==> config.mk <==
export PLATFORM = sky130hd
export DESIGN_NAME = two_wire_master_control
export DESIGN_NICKNAME = d
export VERILOG_FILES = /design/src/verilog/two_wire_master_pkg.sv /design/src/verilog/two_wire_master_control.sv
export SDC_FILE = /design/constraint.sdc
export NUM_CORES = 1
export LEC_CHECK = 0
export ABC_AREA = 1
export BUFFER_PORTS_ARGS = -buffer_cell sky130_fd_sc_hd__buf_2
export CAP_MARGIN = 10
export CORE_MARGIN = 4
export CORE_UTILIZATION = 26
export CTS_BUF_LIST = sky130_fd_sc_hd__clkbuf_8
export CTS_CLUSTER_SIZE = 25
export DETAILED_ROUTE_END_ITERATION = 10
export SLEW_MARGIN = 20
export SYNTH_ARGS = -nofsm -noshare
export SYNTH_HDL_FRONTEND = slang
export SYNTH_SLANG_ARGS = --single-unit
export TNS_END_PERCENT = 10
==> constraint.sdc <==
create_clock -name core_clk_i -period 3.4 [get_ports core_clk_i]
set_input_delay 0.68 -clock core_clk_i [delete_from_list [all_inputs] [get_ports core_clk_i]]
set_output_delay 0.68 -clock core_clk_i [all_outputs]
set_load 0.01 [all_outputs]
==> src/verilog/two_wire_master_pkg.sv <==
package two_wire_master_pkg;
  // register addresses
  localparam logic [7:0] ADDR_CTRL_GLOBAL  = 8'h00;
  localparam logic [7:0] ADDR_DEBUG        = 8'h02;
  localparam logic [7:0] ADDR_CTRL_PRIMARY = 8'h03;
  localparam logic [7:0] ADDR_CTRL_COMMAND = 8'h04;
  localparam logic [7:0] ADDR_STATUS       = 8'h05;
  localparam logic [7:0] ADDR_TARGET       = 8'h07;
  localparam logic [7:0] ADDR_BYTE         = 8'h08;
  // field positions
  localparam int FAST_PLUS_BIT  = 1;
  localparam int RUN_DBG_BIT    = 0;
  localparam int READ_IE_BIT    = 7;
  localparam int WRITE_IE_BIT   = 6;
  localparam int QUICK_BIT      = 4;
  localparam int TMO_LSB        = 2;
  localparam int AUTO_ACK_BIT   = 1;
  localparam int ENABLE_BIT     = 0;
  localparam int FLUSH_BIT      = 3;
  localparam int ACK_CHOICE_BIT = 2;
  localparam int READ_FLAG_BIT  = 7;
  localparam int WRITE_FLAG_BIT = 6;
  localparam int HOLD_BIT       = 5;
  // reset values
  localparam logic [7:0] RESET_BYTE = 8'h00;
  // commands
  localparam logic [1:0] CMD_NONE      = 2'h0;
  localparam logic [1:0] CMD_RESTART   = 2'h1;
  localparam logic [1:0] CMD_BYTE_MOVE = 2'h2;
  localparam logic [1:0] CMD_STOP      = 2'h3;
  // timeout codes
  localparam logic [1:0] TMO_OFF  = 2'h0;
  localparam logic [1:0] TMO_SHORT = 2'h1;
  localparam logic [1:0] TMO_MID  = 2'h2;
  // timing
  localparam int CLK_MHZ    = 50;
  localparam int TMO_50_US  = 50;
  localparam int TMO_100_US = 100;
  localparam int TMO_200_US = 200;
  localparam int TMO_W      = 16;
  // bus line state
  typedef enum logic [1:0] {
    LINE_UNKNOWN = 2'b00,
    LINE_IDLE    = 2'b01,
    LINE_OWNER   = 2'b10,
    LINE_BUSY    = 2'b11
  } line_state_e;
endpackage : two_wire_master_pkg

==> src/verilog/two_wire_master_control.sv <==
// The strobed register port is this design's own decision.
`timescale 1ns/10ps
`default_nettype none
module two_wire_master_control
  import two_wire_master_pkg::*;
#(
  parameter int unsigned TMO_50_CYC  = TMO_50_US * CLK_MHZ,   // short timeout count
  parameter int unsigned TMO_100_CYC = TMO_100_US * CLK_MHZ,  // mid timeout count
  parameter int unsigned TMO_200_CYC = TMO_200_US * CLK_MHZ   // long timeout count
)
(
  // clock and reset
  input  wire logic       core_clk_i,
  input  wire logic       rst_i,
  // register port
  input  wire logic [7:0] addr_i,
  input  wire logic [7:0] wdata_i,
  input  wire logic       wr_i,
  input  wire logic       rd_i,
  output logic      [7:0] rdata_o,
  // processor debug state
  input  wire logic       debug_halt_i,
  // serial bus lines, sampled only
  input  wire logic       scl_i,
  input  wire logic       sda_i,
  // byte engine events
  input  wire logic       engine_owns_i,
  input  wire logic       addr_ack_i,
  input  wire logic       dir_read_n_i,
  input  wire logic       byte_read_done_i,
  input  wire logic [7:0] rx_byte_i,
  input  wire logic       byte_write_done_i,
  input  wire logic       scl_hold_set_i,
  // byte engine controls
  output logic            master_enable_o,
  output logic            fast_plus_o,
  output logic            halt_o,
  output logic            flush_o,
  output logic            addr_go_o,
  output logic            byte_go_o,
  output logic            ack_go_o,
  output logic            ack_nack_o,
  output logic            op_restart_o,
  output logic            op_read_o,
  output logic            op_send_o,
  output logic            op_stop_o,
  output logic            scl_release_o,
  output logic      [7:0] target_o,
  output logic      [7:0] byte_o,
  // interrupt requests
  output logic            read_irq_o,
  output logic            write_irq_o
);

  // whole block state in one record
  typedef struct packed {
    logic              fast_plus_select;   // speed class
    logic              run_in_debug_halt;  // keep going under break
    logic              read_irq_enable;
    logic              write_irq_enable;
    logic              quick_cmd_enable;
    logic [1:0]        timeout_sel;        // supervisor select
    logic              auto_ack_enable;
    logic              enable;
    logic              ack_choice;         // 0 ack, 1 nack
    logic              read_done_flag;
    logic              write_done_flag;
    logic              scl_held_low;
    line_state_e       line_state;
    logic [7:0]        master_target_reg;
    logic [7:0]        master_byte_reg;
    logic [7:0]        rdata;              // read answer
    logic              scl_s1;             // synchroniser stages
    logic              scl_s2;
    logic              sda_s1;
    logic              sda_s2;
    logic              scl_d;              // last synced levels
    logic              sda_d;
    logic [TMO_W-1:0]  idle_cnt;           // inactivity counter
    logic              flush;
    logic              addr_go;
    logic              byte_go;
    logic              ack_go;
    logic              ack_nack;
    logic              op_restart;
    logic              op_read;
    logic              op_send;
    logic              op_stop;
    logic              scl_release;
  } state_s;

  state_s st;       // registered state
  state_s next_st;  // next state

  logic             halted;      // frozen by debug break
  logic             active;      // enabled and not frozen
  logic             line_edge;   // any change on synced lines
  logic             start_seen;
  logic             stop_seen;
  logic [TMO_W-1:0] tmo_limit;   // selected inactivity limit
  logic [1:0]       cmd;         // command field of this write

  // freeze and edge detection; only the second stage is read
  always_comb
  begin
    halted     = debug_halt_i && !st.run_in_debug_halt;
    active     = st.enable && !halted;
    line_edge  = (st.scl_s2 != st.scl_d) || (st.sda_s2 != st.sda_d);
    start_seen = st.scl_s2 && st.scl_d && st.sda_d && !st.sda_s2;
    stop_seen  = st.scl_s2 && st.scl_d && !st.sda_d && st.sda_s2;
    cmd        = wdata_i[1:0];
  end

  // timeout limit, all figures assume a 50 MHz core clock
  always_comb
  begin
    case (st.timeout_sel)
      TMO_OFF:   tmo_limit = '0;
      TMO_SHORT: tmo_limit = TMO_W'(TMO_50_CYC);
      TMO_MID:   tmo_limit = TMO_W'(TMO_100_CYC);
      default:   tmo_limit = TMO_W'(TMO_200_CYC);
    endcase
  end

  // next state
  always_comb
  begin
    next_st = st;
    // pulses last one cycle only
    next_st.flush       = 1'b0;
    next_st.addr_go     = 1'b0;
    next_st.byte_go     = 1'b0;
    next_st.ack_go      = 1'b0;
    next_st.op_restart  = 1'b0;
    next_st.op_read     = 1'b0;
    next_st.op_send     = 1'b0;
    next_st.op_stop     = 1'b0;
    next_st.scl_release = 1'b0;
    // two flip-flops on each pin before use
    next_st.scl_s1 = scl_i;
    next_st.scl_s2 = st.scl_s1;
    next_st.sda_s1 = sda_i;
    next_st.sda_s2 = st.sda_s1;
    next_st.scl_d  = st.scl_s2;
    next_st.sda_d  = st.sda_s2;

    // bus line tracking keeps running under a break
    if (start_seen)
      next_st.line_state = engine_owns_i ? LINE_OWNER : LINE_BUSY;
    else if (stop_seen)
      next_st.line_state = LINE_IDLE;

    // inactivity supervisor, frozen under a break
    if (line_edge || tmo_limit == '0 || st.line_state == LINE_IDLE)
      next_st.idle_cnt = '0;
    else if (!halted)
    begin
      if (st.idle_cnt >= tmo_limit - TMO_W'(1))
      begin
        next_st.idle_cnt   = '0;
        next_st.line_state = LINE_IDLE;
      end
      else
        next_st.idle_cnt = st.idle_cnt + TMO_W'(1);
    end

    // register reads, answer stands the next cycle
    if (rd_i)
    begin
      case (addr_i)
        ADDR_CTRL_GLOBAL:  next_st.rdata = {6'h00, st.fast_plus_select, 1'b0};
        ADDR_DEBUG:        next_st.rdata = {7'h00, st.run_in_debug_halt};
        ADDR_CTRL_PRIMARY: next_st.rdata = {st.read_irq_enable, st.write_irq_enable, 1'b0,
                                            st.quick_cmd_enable, st.timeout_sel,
                                            st.auto_ack_enable, st.enable};
        ADDR_CTRL_COMMAND: next_st.rdata = {5'h00, st.ack_choice, 2'b00};
        ADDR_STATUS:       next_st.rdata = {st.read_done_flag, st.write_done_flag,
                                            st.scl_held_low, 3'b000, st.line_state};
        ADDR_TARGET:       next_st.rdata = st.master_target_reg;
        ADDR_BYTE:         next_st.rdata = st.master_byte_reg;
        default:           next_st.rdata = RESET_BYTE;
      endcase
      // reading the byte clears the hold flag and may ack
      if (addr_i == ADDR_BYTE && active)
      begin
        next_st.read_done_flag  = 1'b0;
        next_st.write_done_flag = 1'b0;
        next_st.scl_held_low    = 1'b0;
        if (st.auto_ack_enable)
        begin
          next_st.ack_go   = 1'b1;
          next_st.ack_nack = st.ack_choice;
        end
      end
    end

    // register writes
    if (wr_i)
    begin
      case (addr_i)
        ADDR_CTRL_GLOBAL: next_st.fast_plus_select = wdata_i[FAST_PLUS_BIT];
        ADDR_DEBUG:       next_st.run_in_debug_halt = wdata_i[RUN_DBG_BIT];
        ADDR_CTRL_PRIMARY:
        begin
          next_st.read_irq_enable  = wdata_i[READ_IE_BIT];
          next_st.write_irq_enable = wdata_i[WRITE_IE_BIT];
          next_st.quick_cmd_enable = wdata_i[QUICK_BIT];
          next_st.timeout_sel      = wdata_i[TMO_LSB+1:TMO_LSB];
          next_st.auto_ack_enable  = wdata_i[AUTO_ACK_BIT];
          next_st.enable           = wdata_i[ENABLE_BIT];
        end
        ADDR_CTRL_COMMAND:
        begin
          next_st.ack_choice = wdata_i[ACK_CHOICE_BIT];
          // new ack choice applies to the command in the same write
          if (active && cmd != CMD_NONE)
          begin
            next_st.scl_held_low    = 1'b0;
            next_st.scl_release     = 1'b1;
            next_st.read_done_flag  = 1'b0;
            next_st.write_done_flag = 1'b0;
            next_st.ack_nack        = wdata_i[ACK_CHOICE_BIT];
            // a sender has no ack to give
            next_st.ack_go = !(cmd == CMD_BYTE_MOVE && !dir_read_n_i);
            case (cmd)
              CMD_RESTART:   next_st.op_restart = 1'b1;
              CMD_BYTE_MOVE:
              begin
                next_st.op_read = dir_read_n_i;
                next_st.op_send = !dir_read_n_i;
              end
              default:       next_st.op_stop = 1'b1;
            endcase
          end
        end
        ADDR_STATUS:
        begin
          // write one to clear, 1 in state field forces idle
          if (wdata_i[READ_FLAG_BIT])
            next_st.read_done_flag = 1'b0;
          if (wdata_i[WRITE_FLAG_BIT])
            next_st.write_done_flag = 1'b0;
          if (wdata_i[HOLD_BIT])
            next_st.scl_held_low = 1'b0;
          if (wdata_i[1:0] == LINE_IDLE && st.enable)
            next_st.line_state = LINE_IDLE;
        end
        ADDR_TARGET:
        begin
          next_st.master_target_reg = wdata_i;
          next_st.read_done_flag    = 1'b0;
          next_st.write_done_flag   = 1'b0;
          next_st.scl_held_low      = 1'b0;
          // unknown bus: terminate at once with write flag
          if (st.line_state == LINE_UNKNOWN)
            next_st.write_done_flag = st.enable;
          else
            next_st.addr_go = active;
        end
        ADDR_BYTE:
        begin
          // loading before the target sends stale data
          next_st.master_byte_reg = wdata_i;
          next_st.read_done_flag  = 1'b0;
          next_st.write_done_flag = 1'b0;
          next_st.scl_held_low    = 1'b0;
          next_st.byte_go         = active;
        end
        default: ;  // unmapped writes ignored
      endcase
    end

    // engine events come after access clears so a set wins; a flush still clears
    if (active)
    begin
      if (addr_ack_i && st.quick_cmd_enable)
      begin
        // no data byte; software must stop or restart next
        if (dir_read_n_i)
          next_st.read_done_flag = 1'b1;
        else
          next_st.write_done_flag = 1'b1;
      end
      if (byte_read_done_i)
      begin
        next_st.master_byte_reg = rx_byte_i;
        next_st.read_done_flag  = 1'b1;
      end
      if (byte_write_done_i)
        next_st.write_done_flag = 1'b1;
      if (scl_hold_set_i)
        next_st.scl_held_low = 1'b1;
    end

    // flush overrides flags, both data registers, line state and op strobes, but not scl_release
    if (wr_i && addr_i == ADDR_CTRL_COMMAND && wdata_i[FLUSH_BIT])
    begin
      next_st.flush             = 1'b1;
      next_st.master_target_reg = RESET_BYTE;
      next_st.master_byte_reg   = RESET_BYTE;
      next_st.read_done_flag    = 1'b0;
      next_st.write_done_flag   = 1'b0;
      next_st.scl_held_low      = 1'b0;
      next_st.line_state        = LINE_UNKNOWN;
      next_st.ack_go            = 1'b0;
      next_st.op_restart        = 1'b0;
      next_st.op_read           = 1'b0;
      next_st.op_send           = 1'b0;
      next_st.op_stop           = 1'b0;
    end

    // disabled master knows nothing of the bus
    if (!next_st.enable)
      next_st.line_state = LINE_UNKNOWN;
  end

  // state register; lines rest high after reset
  always_ff @(posedge core_clk_i)
  begin
    if (rst_i)
    begin
      st            <= '0;
      st.scl_s1     <= 1'b1;
      st.scl_s2     <= 1'b1;
      st.sda_s1     <= 1'b1;
      st.sda_s2     <= 1'b1;
      st.scl_d      <= 1'b1;
      st.sda_d      <= 1'b1;
      st.line_state <= LINE_UNKNOWN;
    end
    else
    begin
      st <= next_st;
    end
  end

  // outputs
  assign rdata_o         = st.rdata;
  assign master_enable_o = st.enable;
  assign fast_plus_o     = st.fast_plus_select;
  assign halt_o          = halted;
  assign flush_o         = st.flush;
  assign addr_go_o       = st.addr_go;
  assign byte_go_o       = st.byte_go;
  assign ack_go_o        = st.ack_go;
  assign ack_nack_o      = st.ack_nack;
  assign op_restart_o    = st.op_restart;
  assign op_read_o       = st.op_read;
  assign op_send_o       = st.op_send;
  assign op_stop_o       = st.op_stop;
  assign scl_release_o   = st.scl_release;
  assign target_o        = st.master_target_reg;
  assign byte_o          = st.master_byte_reg;
  // global enable gating happens in the interrupt controller
  assign read_irq_o      = st.read_irq_enable && st.read_done_flag;
  assign write_irq_o     = st.write_irq_enable && st.write_done_flag;

endmodule : two_wire_master_control
`default_nettype wire

; Word-level counts from Yosys, hierarchy flattened
; Index checks and enable logic that the tools add are counted.
[op_classes]
bitwise_logic = 7
n_shift = 0
reduce_logical = 44
order_cmp = 1
n_addsub = 2
multipliers = 0
muxes = 43
n_div = 0
n_eq_ne = 13
[op_table]
columns = cell, count
row1 = $pmux W8 S7, 1
row2 = $pmux W14 S3, 1
row3 = $mux W8, 4
row4 = $eq A8 B3 Y1 const B, 3
row5 = $mux W2, 12
row6 = $mux W23, 1
row7 = $mux W7, 3
row8 = $add A16 B1 Y16 const B, 1
row9 = $eq A8 B2 Y1 const B, 2
row10 = $ge A16 B16 Y1, 1
row11 = $logic_and A1 B1 Y1, 16
row12 = $logic_not A16 Y1, 1
row13 = $mux W16, 1
row14 = $sub A16 B1 Y16 const B, 1
row15 = $mux W1, 15
row16 = $mux W3, 4
row17 = $pmux W3 S4, 1
row18 = $reduce_and A2 Y1, 5
row19 = $reduce_or A3 Y1, 3
row20 = $eq A8 B4 Y1 const B, 1
row21 = $logic_not A8 Y1, 1
row22 = $not A1 Y1, 7
row23 = $eq A2 B1 Y1 const B, 3
row24 = $logic_not A1 Y1, 6
row25 = 9 further kinds, 16
[word_totals]
wordCells = 143
n_memories = 0
ramBits = 0
in_bits = 37
regBits = 71
latch_bits = 0
out_inout_bits = 39
romBits = 0

; Depth between registers and ports, before layout
[depth]
depth_word = 15
mapped_depth = 15

; Worst setup path before layout
; OpenSTA, ideal clock, no wires.
[synth_path]
path_kind = register -> register
startpoint = register st[65] (netlist name)
endpoint = register st[19] (netlist name)
setup_time_ps = 117
required_time_ps = 3283
path_stages_with_launch = 14
n_path_buf = 1
t_arrival_ps = 1923
synth_period_minus_slack_ps = 2040
path_slack_ps = 1360
cell_sequence = dfxtp_1 -> inv_1 -> ha_1 -> ha_1 -> nand2_1 -> nor2_1 -> inv_1 -> nor2_1 -> nand2_1 -> nand2_1 -> nand2_1 -> nand3_1 -> buf_2 -> nor2_1
[synth_via]
elab_chain_cells = 6
elab_cells_between_ends = 11
[synth_rtl]
columns = item, line_no
row1 = "start, declared", two_wire_master_control.sv:92  ; state_s st;
row2 = "start signal, assigned", two_wire_master_control.sv:333  ; st <= next_st;
row3 = "$eq A2 B2 Y1, or another cell as far along", two_wire_master_control.sv:117  ; case (st.timeout_sel)
row4 = $pmux W14 S3 (*), two_wire_master_control.sv:117
row5 = "parallel branches: the longest is 4 deep, another holds $sub A16 B1 Y16", n/a
; Mark *: on every way between the ends.
; A chain may end at the register's enable or synchronous reset.

; Worst setup path in the final report
[layout_path]
startpoint = register st[65] (netlist name)
endpoint = register st[23] (netlist name)
; The elaborated chain is that of the path after synthesis.

==> results by group <==
Logic synthesis
  • Syn Inst Count: 582
  • Distinct cells, synth: 34
  • Most frequent cell after synthesis: nand2_1
  • Yosys Warn Count: 0
  • Post-synth top area share: 0.344
  • Top post-synthesis cells by area: dfxtp_1 (34%), nand2_1 (11%), ha_1 (7.6%)
  • Post-synth EDFFs: 0
  • Mapped Area: 4130 um2
  • Syn_area_per_cell: 7.09 um2
  • Async SR Flop Fraction: 0
  • Post-synth top cells: nand2_1 (123), dfxtp_1 (71), nor2_1 (70)
  • Mapped Nets: 644
  • Yosys reg bits: 71
  • Ys flop type: dfxtp_1
  • Post-synthesis sequential area ratio: 0.344
  • Leading area contributor after synthesis: dfxtp_1

Clock network
  • Clk slew on worst S/H paths: 0.08 ns
  • Post-CTS resize count: 0
  • CTS Buf Count: 9
  • Hold-fix buffers, CTS: 0
  • H-Tree Depth: 3
  • CTS tree: done
  • Worst-Skew Late Latency: 0.37 ns
  • Post-CTS Repair Setup Buffers: 0
  • CTS root buf: clkbuf_8
  • Bufs on Longest Clock Path: 2
  • Clk sinks: 71

Power
  • LEAKAGE: 2.13 nW
  • Switching share of power: 0.253
  • Internal: 1.28 mW
  • Clock power frac: 0.452
  • Power density over the cells: 364 nW/um2
  • Combinational power share: 0.060
  • Flop pwr share: 0.488
  • Power Total: 1.71 mW
  • Max VDD drop: 0.209 mV
  • Net switching power figure: 0.433 mW

STA
  • Final hold violation count: 0
  • Post-layout min period: 2.46 ns
  • # setup viols final: 0
  • Slew headroom: 0.563
  • Unrepaired setup endpoints after global routing: false
  • Setup_tns: 0 ns
  • Max Fclk: 406 MHz
  • Worst hold slack: 0.412 ns
  • Worst-margin pin slew: 0.655 ns
  • Clock Skews: 0.0118 ns
  • Final worst slack: 0.938 ns
  • Slew Limit Fails: 0
  • Crit share post-route: 0.724

Global route
  • Initial antenna violation count: 0
  • Vias in the first global route: 3471
  • Gr ovfl total: 0
  • Global-route wire length before repair: 18.4 mm
  • Gr usage total: 0.130
  • Largest net degree at the start of global routing: 39

Die
  • Die area: 18000 um2
  • CORE AREA: 15400 um2
  • Starting Density: 0.269
  • IO Count: 76
  • Die Y: 134 um
  • Horiz. Die Dim: 134 um
  • Row Count: 45

Hold path
  • Worst min-delay path class: reg2reg
  • Min-Delay Startpoint: next_st[28]
  • Hold path endpoint: next_st[26]
  • Worst hold path depth: 1

Route
  • Starting DRT DRC Count: 216
  • Routed WL per cell: 13.8 um
  • Via count: 3812
  • Vias per Instance: 4.51
  • DRC: 0
  • DRT antenna net count: 0
  • TritonRoute pass-1 iters: 6
  • Post-Route WL: 11.7 mm

Critical path
  • Crit-path max FO: 13
  • R2r worst-path depth: 13
  • CP Capture Type: flop
  • Worst r2r src: st[65]
  • Reg2reg end: st[23]
  • Crit path DAT: 2.76 ns
  • Startpoint Class: flop
  • Flop-to-flop setup slack: 0.94 ns
  • CP Data Required Time: 3.69 ns
  • CP Class: reg2reg

Place
  • Area post-placement: 4480 um2
  • PortBufs: 75
  • Final HPWL DP: 8.86 mm
  • Cells after DPL: 830
  • Gpl congestion: 0.844
  • Dpl ws: 0.805 ns

Finish
  • Non-filler cells, final: 846
  • Layout area overhead: 14.0%
  • Core Util, Final: 0.306
  • # diodes: 0
  • Nets: 692
  • FF+latch area: 1420 um2
  • FILL cells: 1690
  • Share of cells above drive strength 1: 0.206
  • Area occupied by multi-input gates: 2160 um2
  • Finished Cell Area: 4700 um2

Run status
  • Outcome: complete, no violations

Run
  • Max Cap Viol: 0
routing by layer:
layer | global-route usage | share of wire | up-vias
met4 | 0.0491 | 0.017 | 0
met1 | 0.189 | 0.50 | 1704
li1 | - | - | 1965
met3 | 0.0214 | 0.055 | 11
met2 | 0.191 | 0.43 | 132
met5 | 0 | 0 | -
critical path: stages, from the launching register on:
cell     delay (ns)
dfxtp_1        0.43
inv_1          0.14
ha_1           0.26
inv_1          0.14
ha_1           0.26
nand2_1        0.09
inv_1          0.04
nand2_1        0.05
nand2_1        0.05
a21oi_1        0.11
nand2_1        0.10
nand2_1        0.13
nand3_1        0.38
nor2_1         0.21
kinds of logic after synthesis:
| logic type | count (synthesis) | synth area share |
|---|---|---|
| AOI/OAI and AO/OA | 71 | 0.0940 |
| xor gates and xnor gates | 6 | 0.0127 |
| adders and majority gates | 25 | 0.0758 |
| buffers and inverters | 106 | 0.131 |
| DFF | 71 | 0.344 |
| muxes | 1 | 0.00243 |
| and+or+nand+nor | 302 | 0.339 |
flip-flops by register name, summed over array words and instances (netlist names), 4 cells and up:
register  count
st           31
byte_o        8
rdata_o       8
target_o      8
next_st       4
placed cells by master, fill, tap and decap left out, types with 2 or more instances in the layout:
cell type | netlist | routed
a211oi_1 | 7 | 7
a21oi_1 | 36 | 36
and3_1 | 2 | 2
buf_2 | 4 | 75
bufinv_16 | 0 | 2
clkbuf_8 | 0 | 9
clkinvlp_4 | 0 | 3
dfxtp_1 | 71 | 71
ha_1 | 25 | 25
inv_1 | 60 | 60
inv_2 | 7 | 7
nand2_1 | 123 | 123
nand2_2 | 6 | 6
nand2_4 | 2 | 2
nand3_1 | 46 | 46
nand4_1 | 20 | 20
nor2_1 | 70 | 70
nor2_2 | 6 | 6
nor2_4 | 7 | 7
nor3_1 | 6 | 6
nor3_2 | 2 | 2
nor3b_1 | 2 | 2
o21ai_0 | 23 | 23
or2_2 | 7 | 7
xor2_1 | 6 | 6
power groups by stage:
stage	registers, mW	logic, mW	clock network (mW)
after global routing	0.836	0.113	0.820
final	0.835	0.103	0.773
after CTS	0.836	0.103	0.787
after detailed placement	0.855	0.102	0
after global placement	0.855	0.102	0
after floorplan	0.855	0.0568	0
cell type report:
cell class              instances  share of cell area
clock buffers                   9              0.0263
flip-flops and latches         71               0.302
multi-input cells             405               0.460
inverters                      67              0.0535
well taps                     211              0.0561
repair buffers                 76              0.0814
clock inverters                 7              0.0205
how the worst max path moves through the flow:
stage,to,cells past startpoint,startpoint,slack [ns]
detailed placement,st[56],10,addr_i[7],0.80
CTS,st[23],13,st[65],0.87
global route,st[16],13,st[65],0.58
floorplan,st[19],13,st[65],1.36
global placement,st[56],10,addr_i[7],0.81
finish,st[23],13,st[65],0.94
Note: power is estimated with default switching activity, not from simulation.
